==> src/include/fsq_pkg.sv <==
// Package for the flash self-program sequencer.
// Assumes a 25 MHz system clock and a 32-bit word bus.
package fsq_pkg;
  // ----------------------------------------
  // Register map, byte addresses
  // ----------------------------------------
  localparam logic [7:0] ADR_CTRL = 8'h00; // Memory control.
  localparam logic [7:0] ADR_KEY = 8'h04; // Unlock key port.
  localparam logic [7:0] ADR_PTR = 8'h08; // Table pointer.
  localparam logic [7:0] ADR_LATCH = 8'h0c; // Table latch.
  localparam logic [7:0] ADR_TWR = 8'h10; // Table write op.
  localparam logic [7:0] ADR_STAT = 8'h14; // Status.
  // ----------------------------------------
  // Field positions
  // ----------------------------------------
  localparam int CTL_START = 1; // Start long cycle.
  localparam int CTL_ENABLE = 2; // Program enable.
  localparam int CTL_ERASE = 4; // Erase select.
  localparam int CTL_CFG = 6; // Config space select.
  localparam int ST_BUSY = 0; // Long cycle running.
  localparam int ST_UNLOCK = 1; // Key sequence complete.
  localparam int ST_REFUSED = 2; // Start was refused.
  // ----------------------------------------
  // Values and timing
  // ----------------------------------------
  localparam logic [7:0] KEY_FIRST = 8'h55; // First key.
  localparam logic [7:0] KEY_SECOND = 8'haa; // Second key.
  localparam logic [7:0] HOLD_RESET = 8'hff; // Holding default.
  localparam int HOLD_COUNT = 16; // Holding registers.
  localparam int CLK_MHZ = 25; // System clock rate.
  localparam int LONG_TIME_US = 2000; // Long cycle, about 2 ms.
  localparam int LONG_CYC = LONG_TIME_US * CLK_MHZ; // Cycles.
  // Pointer update modes of a table write op.
  localparam logic [1:0] PM_NONE = 2'h0;
  localparam logic [1:0] PM_POSTINC = 2'h1;
  localparam logic [1:0] PM_POSTDEC = 2'h2;
  localparam logic [1:0] PM_PREINC = 2'h3;
  // ----------------------------------------
  // Types
  // ----------------------------------------
  typedef enum logic [1:0] {FSQ_IDLE, FSQ_ERASE, FSQ_PROG} fsq_mode_t;
  typedef enum logic [1:0] {KEY_NONE, KEY_HALF, KEY_OK} fsq_key_t;
  // Command to the flash array macro.
  typedef struct packed {
    logic erase;
    logic prog;
    logic cfg_sel;
    logic [21:0] addr;
    logic [15:0] mask;
    logic [HOLD_COUNT-1:0][7:0] data;
  } fsq_flash_t;
  // All state of the sequencer except the reset release chain.
  typedef struct packed {
    fsq_mode_t mode;
    fsq_key_t key;
    logic start;
    logic enable;
    logic erase_sel;
    logic cfg_sel;
    logic refused;
    logic [21:0] ptr;
    logic [7:0] latch;
    logic [HOLD_COUNT-1:0][7:0] hold;
    logic [15:0] cnt;
    logic cpu_stall;
    logic waitrequest;
    logic [31:0] readdata;
    fsq_flash_t flash;
  } fsq_state_t;
endpackage : fsq_pkg

==> src/rtl/fsq_sequencer.sv <==
// Flash self-program sequencer: holding registers, unlock and long cycles.
// Assumes an Avalon-MM master with waitrequest and a flash macro that
// obeys the erase/prog levels for as long as they are held.
`timescale 1ns/1ps

module fsq_sequencer #(
  parameter int unsigned LONG_CYCLES = fsq_pkg::LONG_CYC
) (
  // Clock and reset.
  input wire logic ref_clk,
  input wire logic nrst,
  // Avalon-MM slave.
  input wire logic [7:0] address,
  input wire logic read,
  input wire logic write,
  input wire logic [3:0] byteenable,
  input wire logic [31:0] writedata,
  output logic [31:0] readdata,
  output logic waitrequest,
  // CPU halt and flash macro command.
  output logic cpu_stall,
  output fsq_pkg::fsq_flash_t flash
);
  import fsq_pkg::*;

  // ----------------------------------------
  // Reset release
  // ----------------------------------------
  logic [1:0] rst_sync; // Two-stage release chain.
  logic rst_n; // Synchronised reset, active low.

  // Assert at once, release after two clean edges.
  always_ff @(posedge ref_clk or negedge nrst) begin
    if (!nrst) begin
      rst_sync <= 2'h0;
    end else begin
      rst_sync <= {rst_sync[0], 1'b1};
    end
  end
  assign rst_n = rst_sync[1];

  // ----------------------------------------
  // State
  // ----------------------------------------
  fsq_state_t q; // Registered state.
  fsq_state_t next_q; // Next state.
  logic take_wr; // Write accepted at this edge.
  logic take_rd; // Read accepted at this edge.
  logic [21:0] ptr_wr; // Pointer as written by the bus.
  logic [3:0] hold_idx; // Holding register addressed.
  logic go; // A start attempt is being made.
  logic go_ok; // The attempt is accepted.
  logic [15:0] ff_mask; // Bytes that really get programmed.

  // A request is taken on the edge where waitrequest is seen low.
  assign take_wr = write && !q.waitrequest;
  assign take_rd = read && !q.waitrequest;

  // Bytes still at the erased value are masked off so that a
  // partly loaded buffer programs only what was loaded.
  always_comb begin
    for (int i = 0; i < HOLD_COUNT; i++) begin
      ff_mask[i] = (q.hold[i] != HOLD_RESET);
    end
  end

  // ----------------------------------------
  // Next-state logic
  // ----------------------------------------
  always_comb begin
    next_q = q;
    next_q.waitrequest = 1'b1;
    ptr_wr = q.ptr;
    hold_idx = q.ptr[3:0];
    go = 1'b0;
    go_ok = 1'b0;

    // Long cycle: only the counter ends it, never the bus.
    if (q.mode != FSQ_IDLE) begin
      if (q.cnt == 16'h0) begin
        next_q.mode = FSQ_IDLE;
        next_q.start = 1'b0;
        next_q.cpu_stall = 1'b0;
        next_q.flash.erase = 1'b0;
        next_q.flash.prog = 1'b0;
        if (q.mode == FSQ_PROG) begin
          // Buffer is spent; back to the neutral value.
          for (int i = 0; i < HOLD_COUNT; i++) begin
            next_q.hold[i] = HOLD_RESET;
          end
        end
      end else begin
        next_q.cnt = q.cnt - 16'h1;
      end
    end

    // Answer a pending request one cycle after it appears.
    // While a long cycle runs the bus is held off, which is
    // how the CPU sees the halt.
    if ((read || write) && q.waitrequest && q.mode == FSQ_IDLE) begin
      next_q.waitrequest = 1'b0;
      unique case (address)
        ADR_CTRL: begin
          next_q.readdata = 32'h0;
          next_q.readdata[CTL_START] = q.start;
          next_q.readdata[CTL_ENABLE] = q.enable;
          next_q.readdata[CTL_ERASE] = q.erase_sel;
          next_q.readdata[CTL_CFG] = q.cfg_sel;
        end
        ADR_PTR: begin
          next_q.readdata = {10'h0, q.ptr};
        end
        ADR_LATCH: begin
          next_q.readdata = {24'h0, q.latch};
        end
        ADR_STAT: begin
          next_q.readdata = 32'h0;
          next_q.readdata[ST_BUSY] = (q.mode != FSQ_IDLE);
          next_q.readdata[ST_UNLOCK] = (q.key == KEY_OK);
          next_q.readdata[ST_REFUSED] = q.refused;
        end
        default: begin
          // Key port and table write op read as zero, as does
          // every unmapped address.
          next_q.readdata = 32'h0;
        end
      endcase
    end

    // Any access to the key port other than the right pair
    // breaks the sequence.
    if (take_rd && address == ADR_KEY) begin
      next_q.key = KEY_NONE;
    end

    if (take_wr) begin
      unique case (address)
        ADR_CTRL: begin
          if (byteenable[0]) begin
            next_q.enable = writedata[CTL_ENABLE];
            next_q.erase_sel = writedata[CTL_ERASE];
            next_q.cfg_sel = writedata[CTL_CFG];
            // Writing zero to start does nothing.
            go = writedata[CTL_START] && !q.start;
          end
        end
        ADR_KEY: begin
          if (byteenable[0] && writedata[7:0] == KEY_FIRST) begin
            next_q.key = KEY_HALF;
          end else if (byteenable[0] && writedata[7:0] == KEY_SECOND
                       && q.key == KEY_HALF) begin
            next_q.key = KEY_OK;
          end else begin
            next_q.key = KEY_NONE;
          end
        end
        ADR_PTR: begin
          if (byteenable[0]) begin
            ptr_wr[7:0] = writedata[7:0];
          end
          if (byteenable[1]) begin
            ptr_wr[15:8] = writedata[15:8];
          end
          if (byteenable[2]) begin
            ptr_wr[21:16] = writedata[21:16];
          end
          next_q.ptr = ptr_wr;
        end
        ADR_LATCH: begin
          if (byteenable[0]) begin
            next_q.latch = writedata[7:0];
          end
        end
        ADR_TWR: begin
          // Short write: holding register and pointer only, no stall.
          if (writedata[1:0] == PM_PREINC) begin
            next_q.ptr[20:0] = q.ptr[20:0] + 21'h1;
          end
          hold_idx = next_q.ptr[3:0];
          next_q.hold[hold_idx] = q.latch;
          if (writedata[1:0] == PM_POSTINC) begin
            next_q.ptr[20:0] = q.ptr[20:0] + 21'h1;
          end else if (writedata[1:0] == PM_POSTDEC) begin
            next_q.ptr[20:0] = q.ptr[20:0] - 21'h1;
          end
        end
        ADR_STAT: begin
          // Write one to clear the refused flag.
          if (byteenable[0] && writedata[ST_REFUSED]) begin
            next_q.refused = 1'b0;
          end
        end
        default: begin
          // Unmapped writes are answered and dropped.
          next_q.refused = q.refused;
        end
      endcase
    end

    // Every attempt uses up the unlock, so a stray second start
    // needs a fresh key pair.
    if (go) begin
      next_q.key = KEY_NONE;
      go_ok = next_q.enable && q.key == KEY_OK;
      if (go_ok) begin
        next_q.start = 1'b1;
        next_q.cpu_stall = 1'b1;
        next_q.cnt = 16'(LONG_CYCLES - 1);
        next_q.flash.cfg_sel = next_q.cfg_sel;
        if (next_q.erase_sel) begin
          // Whole 64-byte block; low six bits dropped.
          next_q.mode = FSQ_ERASE;
          next_q.flash.erase = 1'b1;
          next_q.flash.addr = {q.ptr[21:6], 6'h0};
          next_q.flash.mask = 16'h0;
        end else begin
          // Sixteen bytes at once from the holding registers.
          next_q.mode = FSQ_PROG;
          next_q.flash.prog = 1'b1;
          next_q.flash.addr = {q.ptr[21:4], 4'h0};
          next_q.flash.data = q.hold;
          next_q.flash.mask = ff_mask;
        end
      end else begin
        // Refused starts set a flag; the set beats a clear.
        next_q.refused = 1'b1;
      end
    end
  end

  // ----------------------------------------
  // State register
  // ----------------------------------------
  always_ff @(posedge ref_clk or negedge rst_n) begin
    if (!rst_n) begin
      q <= '0;
      q.mode <= FSQ_IDLE;
      q.key <= KEY_NONE;
      q.waitrequest <= 1'b1;
      q.hold <= {HOLD_COUNT{HOLD_RESET}};
    end else begin
      q <= next_q;
    end
  end

  // Outputs come straight from the state register.
  assign readdata = q.readdata;
  assign waitrequest = q.waitrequest;
  assign cpu_stall = q.cpu_stall;
  assign flash = q.flash;

  // ----------------------------------------
  // Checks
  // ----------------------------------------
  int unsigned stall_len; // Cycles the stall has been high.
  logic [15:0] exp_mask; // Mask recomputed from the data.

  // Counts the width of each stall pulse.
  always_ff @(posedge ref_clk or negedge rst_n) begin
    if (!rst_n) begin
      stall_len <= 0;
    end else begin
      stall_len <= q.cpu_stall ? stall_len + 1 : 0;
    end
  end

  // Which bytes the command data says should be written.
  always_comb begin
    for (int i = 0; i < HOLD_COUNT; i++) begin
      exp_mask[i] = (q.flash.data[i] != HOLD_RESET);
    end
  end
endmodule : fsq_sequencer

==> config.mk <==
export PLATFORM = sky130hd
export DESIGN_NAME = fsq_sequencer
export DESIGN_NICKNAME = d
export VERILOG_FILES = /design/src/include/fsq_pkg.sv /design/src/rtl/fsq_sequencer.sv
export SDC_FILE = /design/constraint.sdc
export NUM_CORES = 1
export LEC_CHECK = 0
export ABC_AREA = 1
export BUFFER_PORTS_ARGS = -buffer_cell sky130_fd_sc_hd__buf_2
export CAP_MARGIN = 25
export CORE_MARGIN = 2
export CORE_UTILIZATION = 59
export DETAILED_ROUTE_END_ITERATION = 6
export PLACE_DENSITY = 0.8
export SYNTH_ARGS = -nofsm -noshare
export SYNTH_HDL_FRONTEND = slang
export SYNTH_SLANG_ARGS = --single-unit
==> constraint.sdc <==
create_clock -name ref_clk -period 15.3 [get_ports ref_clk]
set_input_delay 1.53 -clock ref_clk [delete_from_list [all_inputs] [get_ports ref_clk]]
set_output_delay 1.53 -clock ref_clk [all_outputs]
set_load 0.01 [all_outputs]
==> run_results.csv, run 1 <==
group,metric,value,unit
job,cap_viol_max_count,0,
placement,gp_congestion,0.9267,
cts,clkTransAtPathRegs,0.06,ns
floorplan,core_area,0.03328,mm2
critical_path,crit_arrival,4.36,ns
logic_synthesis,synth_common_cells,"nand2_1, inv_1, dfrtp_1",
sta,relSlewSlack,0.3427,
drt,drtIter0Drc,1443,
drt,routed_wl,49.24,mm
sta,tightest_slew,0.9829,ns
critical_path,crit_fanout,81,
sta,slew_violations,0,
cts,clk_latency,0.55,ns
drt,wire_per_inst,16.73,um
logic_synthesis,synth_xor_area_frac,0.006629,
critical_path,startpoint,"address[1]",
logic_synthesis,synth_top_family_by_area,"simple AND/OR/NAND/NOR gates",
drt,drc,0,
drt,drt.antenna.violating_nets,0,
final_layout,nNetsFinal,2517,
placement,portBuffers,225,
sta,fmax,256.5,MHz
sta,setup_violations,0,
sta,fin_tns_setup,0,ns
critical_path,cp-start-kind,"primary input",
final_layout,synthToLayoutAreaGrowth,6.383,%
sta,fin_crit_sh,0.2548,
drt,wl_met3,3.882,mm
cts,cts_htree_levels,2,
critical_path,rr_startpoint,"q[203]",
floorplan,ios,251,
critical_path,crit_end,"flash[56]",
cts,hold_buffers,0,
logic_synthesis,synth_edf_count,0,
cts,cts_root_buffer,"clkbuf_16",
sta,final.min_clock_period,3.899,ns
sta,layout_setup_ws,11.40,ns
pwr,ir_worst_vdd,0.06822,mV
hold_path,hold_class,"reg2reg",
logic_synthesis,synth_top_area_share,0.3093,
global_route,overflow,0,
drt,met1Wirelength,20.58,mm
critical_path,end_kind,"flop",
sta,hold_viol_final,0,
global_route,grt_start_max_net_pins,140,
drt,wl_met2,23.04,mm
hold_path,min_from,"rst_sync[0]",
cts,clockBufferDepth,3,
sta,rsz0062_at_grt,"false",
logic_synthesis,yosys_register_bits,374,
critical_path,r2r_cells,11,
sta,clock_skew,0.01517,ns
logic_synthesis,synthCells,2465,
critical_path,required,15.76,ns
drt,via_count,15630,
final_layout,post_route_cells_drive_above_1_share,0.2245,
cts,cts_tree,"done",
cts,cts_buffers,40,
critical_path,r2r-end,"q[248]",
logic_synthesis,muxShareOfSynthArea,0,
global_route,grt_pass1_wl,78.60,mm
logic_synthesis,synthArstFlopShare,1.000,
logic_synthesis,ys_seq_area_frac,0.4804,
cts,cts.sinks,374,
sta,hold-worst-slack,0.3570,ns
global_route,track_usage,0.2797,
floorplan,num_rows,67,
cts,cts_setup_buffers,0,
outcome,status,"complete, no violations",
logic_synthesis,ys_types,40,
cts,cts_resized,0,
floorplan,fp.dieH,187.3,um
floorplan,die_w,187.3,um
drt,via_per_inst,5.309,
pwr,powerDensity,95.87,mW/mm2
floorplan,start_util,0.5955,
drt,topRoutingLayerUsed,"met5",
pwr,cellLeakagePower,11.19,nW
critical_path,path_class,"in2reg",
drt,first_pass_iters,6,
logic_synthesis,synth_compound_area_frac,0.1146,
floorplan,design.die.area,0.03507,mm2
critical_path,r2r_slack,11.96,ns
logic_synthesis,yosysMostFrequentCell,"nand2_1",
global_route,grt_pass1_vias,15021,
logic_synthesis,syn_area,0.01982,mm2
final_layout,final_util,0.6335,
logic_synthesis,yosys.area_share.simple,0.2216,
logic_synthesis,synth_fa_ha_area_frac,0.004419,
global_route,antenna_found_initial,6,
logic_synthesis,synth_flop_cell,"dfrtp_1",
logic_synthesis,synth_top_cell_by_area,"dfrtp_1",
logic_synthesis,yosys_warnings,0,
placement,hpwl,33.18,mm
placement,post-place-ws,10.90,ns
logic_synthesis,syn_area_per_cell,8.040,um2
logic_synthesis,ys_top_cells_by_area,"dfrtp_1, dfstp_2, nand2_1",
## final cells by class
class,instances,area (um2)
clock buffers,60,1257
diodes,2,5.005
fillers,2790,12200
well taps,448,560.5
multi-input cells,1452,6948
clock inverters,14,105.1
flip-flops and latches,374,9524
inverters,353,1325
repair buffers,241,1359
## state kept, by name, indices dropped and copies added, names as in the netlist
signal,count
cpu_stall,1
flash,165
q,183
readdata,22
rst_sync,2
waitrequest,1
## worst min path at each step
stage          slack [ns]  cells past startpoint          end
2_1_floorplan        0.33                      0  rst_sync[1]
6_report             0.36                      0  rst_sync[1]
3_3_place_gp         0.34                      0  rst_sync[1]
3_5_place_dp         0.35                      0  rst_sync[1]
4_1_cts              0.36                      0  rst_sync[1]
5_1_grt              0.37                      0  rst_sync[1]
## power by group
group | switching [mW] | internal (mW)
Sequential | 0.00347 | 0.992
Clock | 0.410 | 0.573
Combinational | 0.0327 | 0.0105
Total | 0.446 | 1.57
## stage by stage
step	cells	area [um2]	power (mW)
after floorplan	2478	19870	1.038
after global placement	2862	19560	1.052
after detailed placement	2863	19590	1.053
after CTS	2937	20950	2.029
after global routing	2943	21080	2.077
final	2944	21080	2.021
## critical path: stages
cell and delay [ns]:
buf_2 0.11, nor2_4 0.21, nand3_4 0.15, nor2_8 0.19, nand2_4 0.10, o21ai_2 0.22
inv_2 0.31, nand2_8 0.39, buf_4 0.78, nand2_1 0.16, o21ai_2 0.11
## cells by family after synthesis
group           count (synthesis)
buf+inv                       652
xor+xnor                       15
fa+ha+maj                       7
flops                         374
compound gates                380
other cells                     2
simple gates                 1035
## metal layers
metal	vias up	global-route usage
li1	7477	-
met1	7426	0.3752
met2	599	0.4561
met3	120	0.05516
met4	8	0.09707
met5	-	0
## cell usage in the layout, fill, tap and decap left out, types with 6 or more instances in the layout
cell type | synthesis | final
nand2_1 | 697 | 697
inv_1 | 346 | 346
dfrtp_1 | 245 | 244
buf_2 | 20 | 225
o21ai_0 | 166 | 166
dfstp_2 | 129 | 129
nor2_1 | 118 | 118
nand3_1 | 118 | 118
o21ai_1 | 76 | 76
o21ai_2 | 75 | 75
clkbuf_16 | 0 | 41
nand4_1 | 26 | 26
a21oi_1 | 26 | 26
nor4_1 | 19 | 19
nor3_1 | 16 | 16
o211ai_1 | 16 | 16
clkbuf_8 | 0 | 16
conb_1 | 2 | 15
o31ai_1 | 14 | 14
xor2_1 | 13 | 13
nor2_2 | 10 | 10
buf_4 | 205 | 10
nor2_4 | 8 | 8
inv_2 | 7 | 7
nand2_2 | 7 | 7
ha_1 | 7 | 7
clkinv_2 | 0 | 6
Power figures use the tool's default switching activity.
==> inputs of run 2 (changes only) <==
--- a/config.mk
+++ b/config.mk
@@ -5,13 +5,13 @@
 export SDC_FILE = /design/constraint.sdc
 export NUM_CORES = 1
 export LEC_CHECK = 0
-export ABC_AREA = 1
+export ABC_AREA = 0
 export BUFFER_PORTS_ARGS = -buffer_cell sky130_fd_sc_hd__buf_2
 export CAP_MARGIN = 25
 export CORE_MARGIN = 2
-export CORE_UTILIZATION = 59
+export CORE_UTILIZATION = 58
 export DETAILED_ROUTE_END_ITERATION = 6
-export PLACE_DENSITY = 0.8
+export PLACE_DENSITY = 0.79
 export SYNTH_ARGS = -nofsm -noshare
 export SYNTH_HDL_FRONTEND = slang
 export SYNTH_SLANG_ARGS = --single-unit
==> constraint.sdc (replaced) <==
create_clock -name ref_clk -period 4 [get_ports ref_clk]
set_input_delay 0.4 -clock ref_clk [delete_from_list [all_inputs] [get_ports ref_clk]]
set_output_delay 0.4 -clock ref_clk [all_outputs]
set_load 0.01 [all_outputs]
==> run 2 against run 1 <==
Total power rose to 3.9 times the previous value. Utilization down 1.0 points. Global-route usage down 1.8 points. Critical path depth is 3 lower. Cell count shrank 27%. Die area is 6.0% lower. Non-clock buffer count is 9 higher. Critical endpoint is now q[375]. Largest power group unchanged. Combinational power grew to 6.4 times the previous value. Count of clock-buffer cells in the layout shrank 1. Clock power increased to 3.7 times the previous value. Sequential share of layout area is 3.6 points higher.
==> run_results.csv, run 2 <==
group,metric,value,unit
outcome,status,"complete, no violations",
sta,clock_skew,0.01996,ns
cts,clockBufferDepth,3,
cts,cts_resized,0,
logic_synthesis,synthCells,1716,
final_layout,final_common_cell,"dfrtp_1",
critical_path,required,4.40,ns
logic_synthesis,yosys_warnings,0,
sta,relSlewSlack,0.2804,
cts,cts_htree_levels,2,
final_layout,diodes,0,
final_layout,synthToLayoutAreaGrowth,6.667,%
global_route,overflow,0,
sta,slew_violations,0,
floorplan,ios,251,
placement,dp_cells,2070,
logic_synthesis,yosysMostFrequentCell,"dfrtp_1",
sta,rsz0062_at_grt,"false",
sta,hold-worst-slack,0.1317,ns
placement,gp_congestion,0.9234,
floorplan,start_util,0.5844,
critical_path,startpoint,"q[355]",
final_layout,post_route_cells_drive_above_1_share,0.3800,
logic_synthesis,synth_flop_cell,"dfrtp_1",
global_route,track_usage,0.2621,
cts,cts_root_buffer,"clkbuf_16",
pwr,cellLeakagePower,9.400,nW
placement,dpl_cell_area,0.01815,mm2
critical_path,path_class,"reg2reg",
job,cap_viol_max_count,0,
sta,tightest_slew,1.079,ns
final_layout,largest_reg_flops,183,
global_route,grt_start_max_net_pins,101,
placement,portBuffers,225,
drt,drc,0,
cts,hold_buffers,1,
sta,setup_violations,0,
sta,fin_crit_sh,0.8118,
critical_path,r2r-end,"q[375]",
drt,via_per_inst,5.938,
sta,fin_tns_setup,0,ns
critical_path,r2r_cells,8,
placement,hpwl,28.64,mm
logic_synthesis,synth_edf_count,0,
placement,post-place-ws,0.7507,ns
logic_synthesis,synthArstFlopShare,1.000,
logic_synthesis,yosys_register_bits,374,
drt,routed_wl,43.30,mm
global_route,grt_pass1_wl,68.88,mm
floorplan,design.die.area,0.03298,mm2
sta,layout_setup_ws,0.7527,ns
critical_path,crit_path_max_incr_delay,0.61,ns
sta,final.min_clock_period,3.247,ns
pwr,ir_worst_vdd,0.2719,mV
floorplan,num_rows,65,
critical_path,cp_slowest_cell,"or4b_1",
drt,via_count,12731,
cts,cts.sinks,374,
critical_path,crit_arrival,3.65,ns
critical_path,rr_startpoint,"q[355]",
floorplan,core_area,0.03131,mm2
global_route,grt_pass1_vias,12399,
logic_synthesis,synth_top_cell_by_area,"dfrtp_1",
final_layout,top_register,"q",
cts,cts_setup_buffers,0,
critical_path,crit_fanout,14,
logic_synthesis,ys_seq_area_frac,0.5203,
drt,wire_per_inst,20.19,um
critical_path,crit_chain,"inv_1, ha_1, or4b_1, or2_1, or4_1, o31ai_1, o311ai_1, a32o_1",
critical_path,crit_end,"q[375]",
sta,fmax,307.9,MHz
logic_synthesis,synth_common_cells,"dfrtp_1, nand2_1, buf_4",
logic_synthesis,syn_area_per_cell,10.66,um2
cts,cts_tree,"done",
logic_synthesis,syn_area,0.01830,mm2
pwr,powerDensity,402.6,mW/mm2
cts,clk_latency,0.53,ns
final_layout,instances_no_fill,2144,
critical_path,r2r_slack,0.75,ns
hold_path,hold_class,"in2reg",
drt,drt.antenna.violating_nets,0,
logic_synthesis,ys_types,74,
critical_path,end_kind,"flop",
pwr,power,7.857,mW
global_route,antenna_found_initial,0,
floorplan,die_w,181.6,um
drt,drtIter0Drc,953,
final_layout,final_area,0.01952,mm2
final_layout,layout_common_cells,"dfrtp_1, nand2_1, buf_2",
final_layout,nNetsFinal,1767,
logic_synthesis,ys_top_cells_by_area,"dfrtp_1, dfstp_2, mux2_2",
cts,cts_buffers,40,
drt,first_pass_iters,5,
cts,clkTransAtPathRegs,0.06,ns
floorplan,fp.dieH,181.6,um
sta,hold_viol_final,0,
final_layout,final_util,0.6233,
critical_path,cp-start-kind,"flop",
logic_synthesis,synth_top_area_share,0.3351,
## run 2: area by class of cell
type                            instances  area [um2]
Fill cell                            2524       11790
Sequential cell                       374        9524
Clock inverter                         13       141.4
Tap cell                              402       503.0
Timing Repair Buffer                  250        1409
Clock buffer                           59        1185
Inverter                               13       48.80
Multi-Input combinational cell       1033        6706
## run 2: how the worst min path moves through the flow
| stage | cells after the start | start | end | slack [ns] |
|---|---|---|---|---|
| 2_1_floorplan | 0 | nrst | rst_sync[0] | 0.10 |
| 3_3_place_gp | 1 | nrst | rst_sync[0] | 0.19 |
| 3_5_place_dp | 1 | nrst | rst_sync[0] | 0.19 |
| 4_1_cts | 2 | writedata[21] | q[376] | 0.11 |
| 5_1_grt | 2 | writedata[21] | q[376] | 0.11 |
| 6_report | 2 | writedata[21] | q[376] | 0.13 |
## run 2: report_power, final
| group | switching, mW | total [mW] | internal [mW] | leakage (nW) |
|---|---|---|---|---|
| Combinational | 0.194 | 0.278 | 0.0840 | 4.10 |
| Clock | 1.49 | 3.68 | 2.19 | 0.644 |
| Sequential | 0.0779 | 3.90 | 3.82 | 4.65 |
## run 2: per-layer routing
| layer | wire length (um) | global-route usage | vias up | share of wire |
|---|---|---|---|---|
| met3 | 2965 | 0.04272 | 105 | 0.068 |
| met4 | 1291 | 0.08878 | 0 | 0.030 |
| li1 | - | - | 5781 | - |
| met2 | 20420 | 0.4221 | 520 | 0.47 |
| met1 | 18620 | 0.3645 | 6325 | 0.43 |
| met5 | 0 | 0 | - | 0 |
## run 2: critical path: cells and delay by family (launching register included)
kind / cells / cell delay [ns]
flops: 1 / 0.56
fa+ha+maj: 1 / 0.26
compound gates: 3 / 0.61
buf+inv: 1 / 0.27
simple gates: 3 / 1.41
## run 2: cells by family (layout without fill, tap and decap cells)
kind of cell | after synthesis | in the layout | share of synthesized area
AND/OR/NAND/NOR | 542 | 542 | 0.1383
flip-flops | 374 | 374 | 0.5203
buffers and inverters | 322 | 335 | 0.1174
AO/OA/AOI/OAI | 303 | 303 | 0.1205
multiplexers | 138 | 138 | 0.08486
XOR/XNOR | 28 | 28 | 0.01340
adder cells (fa/ha/maj) | 7 | 7 | 0.004786
other | 2 | 15 | 0.0004104
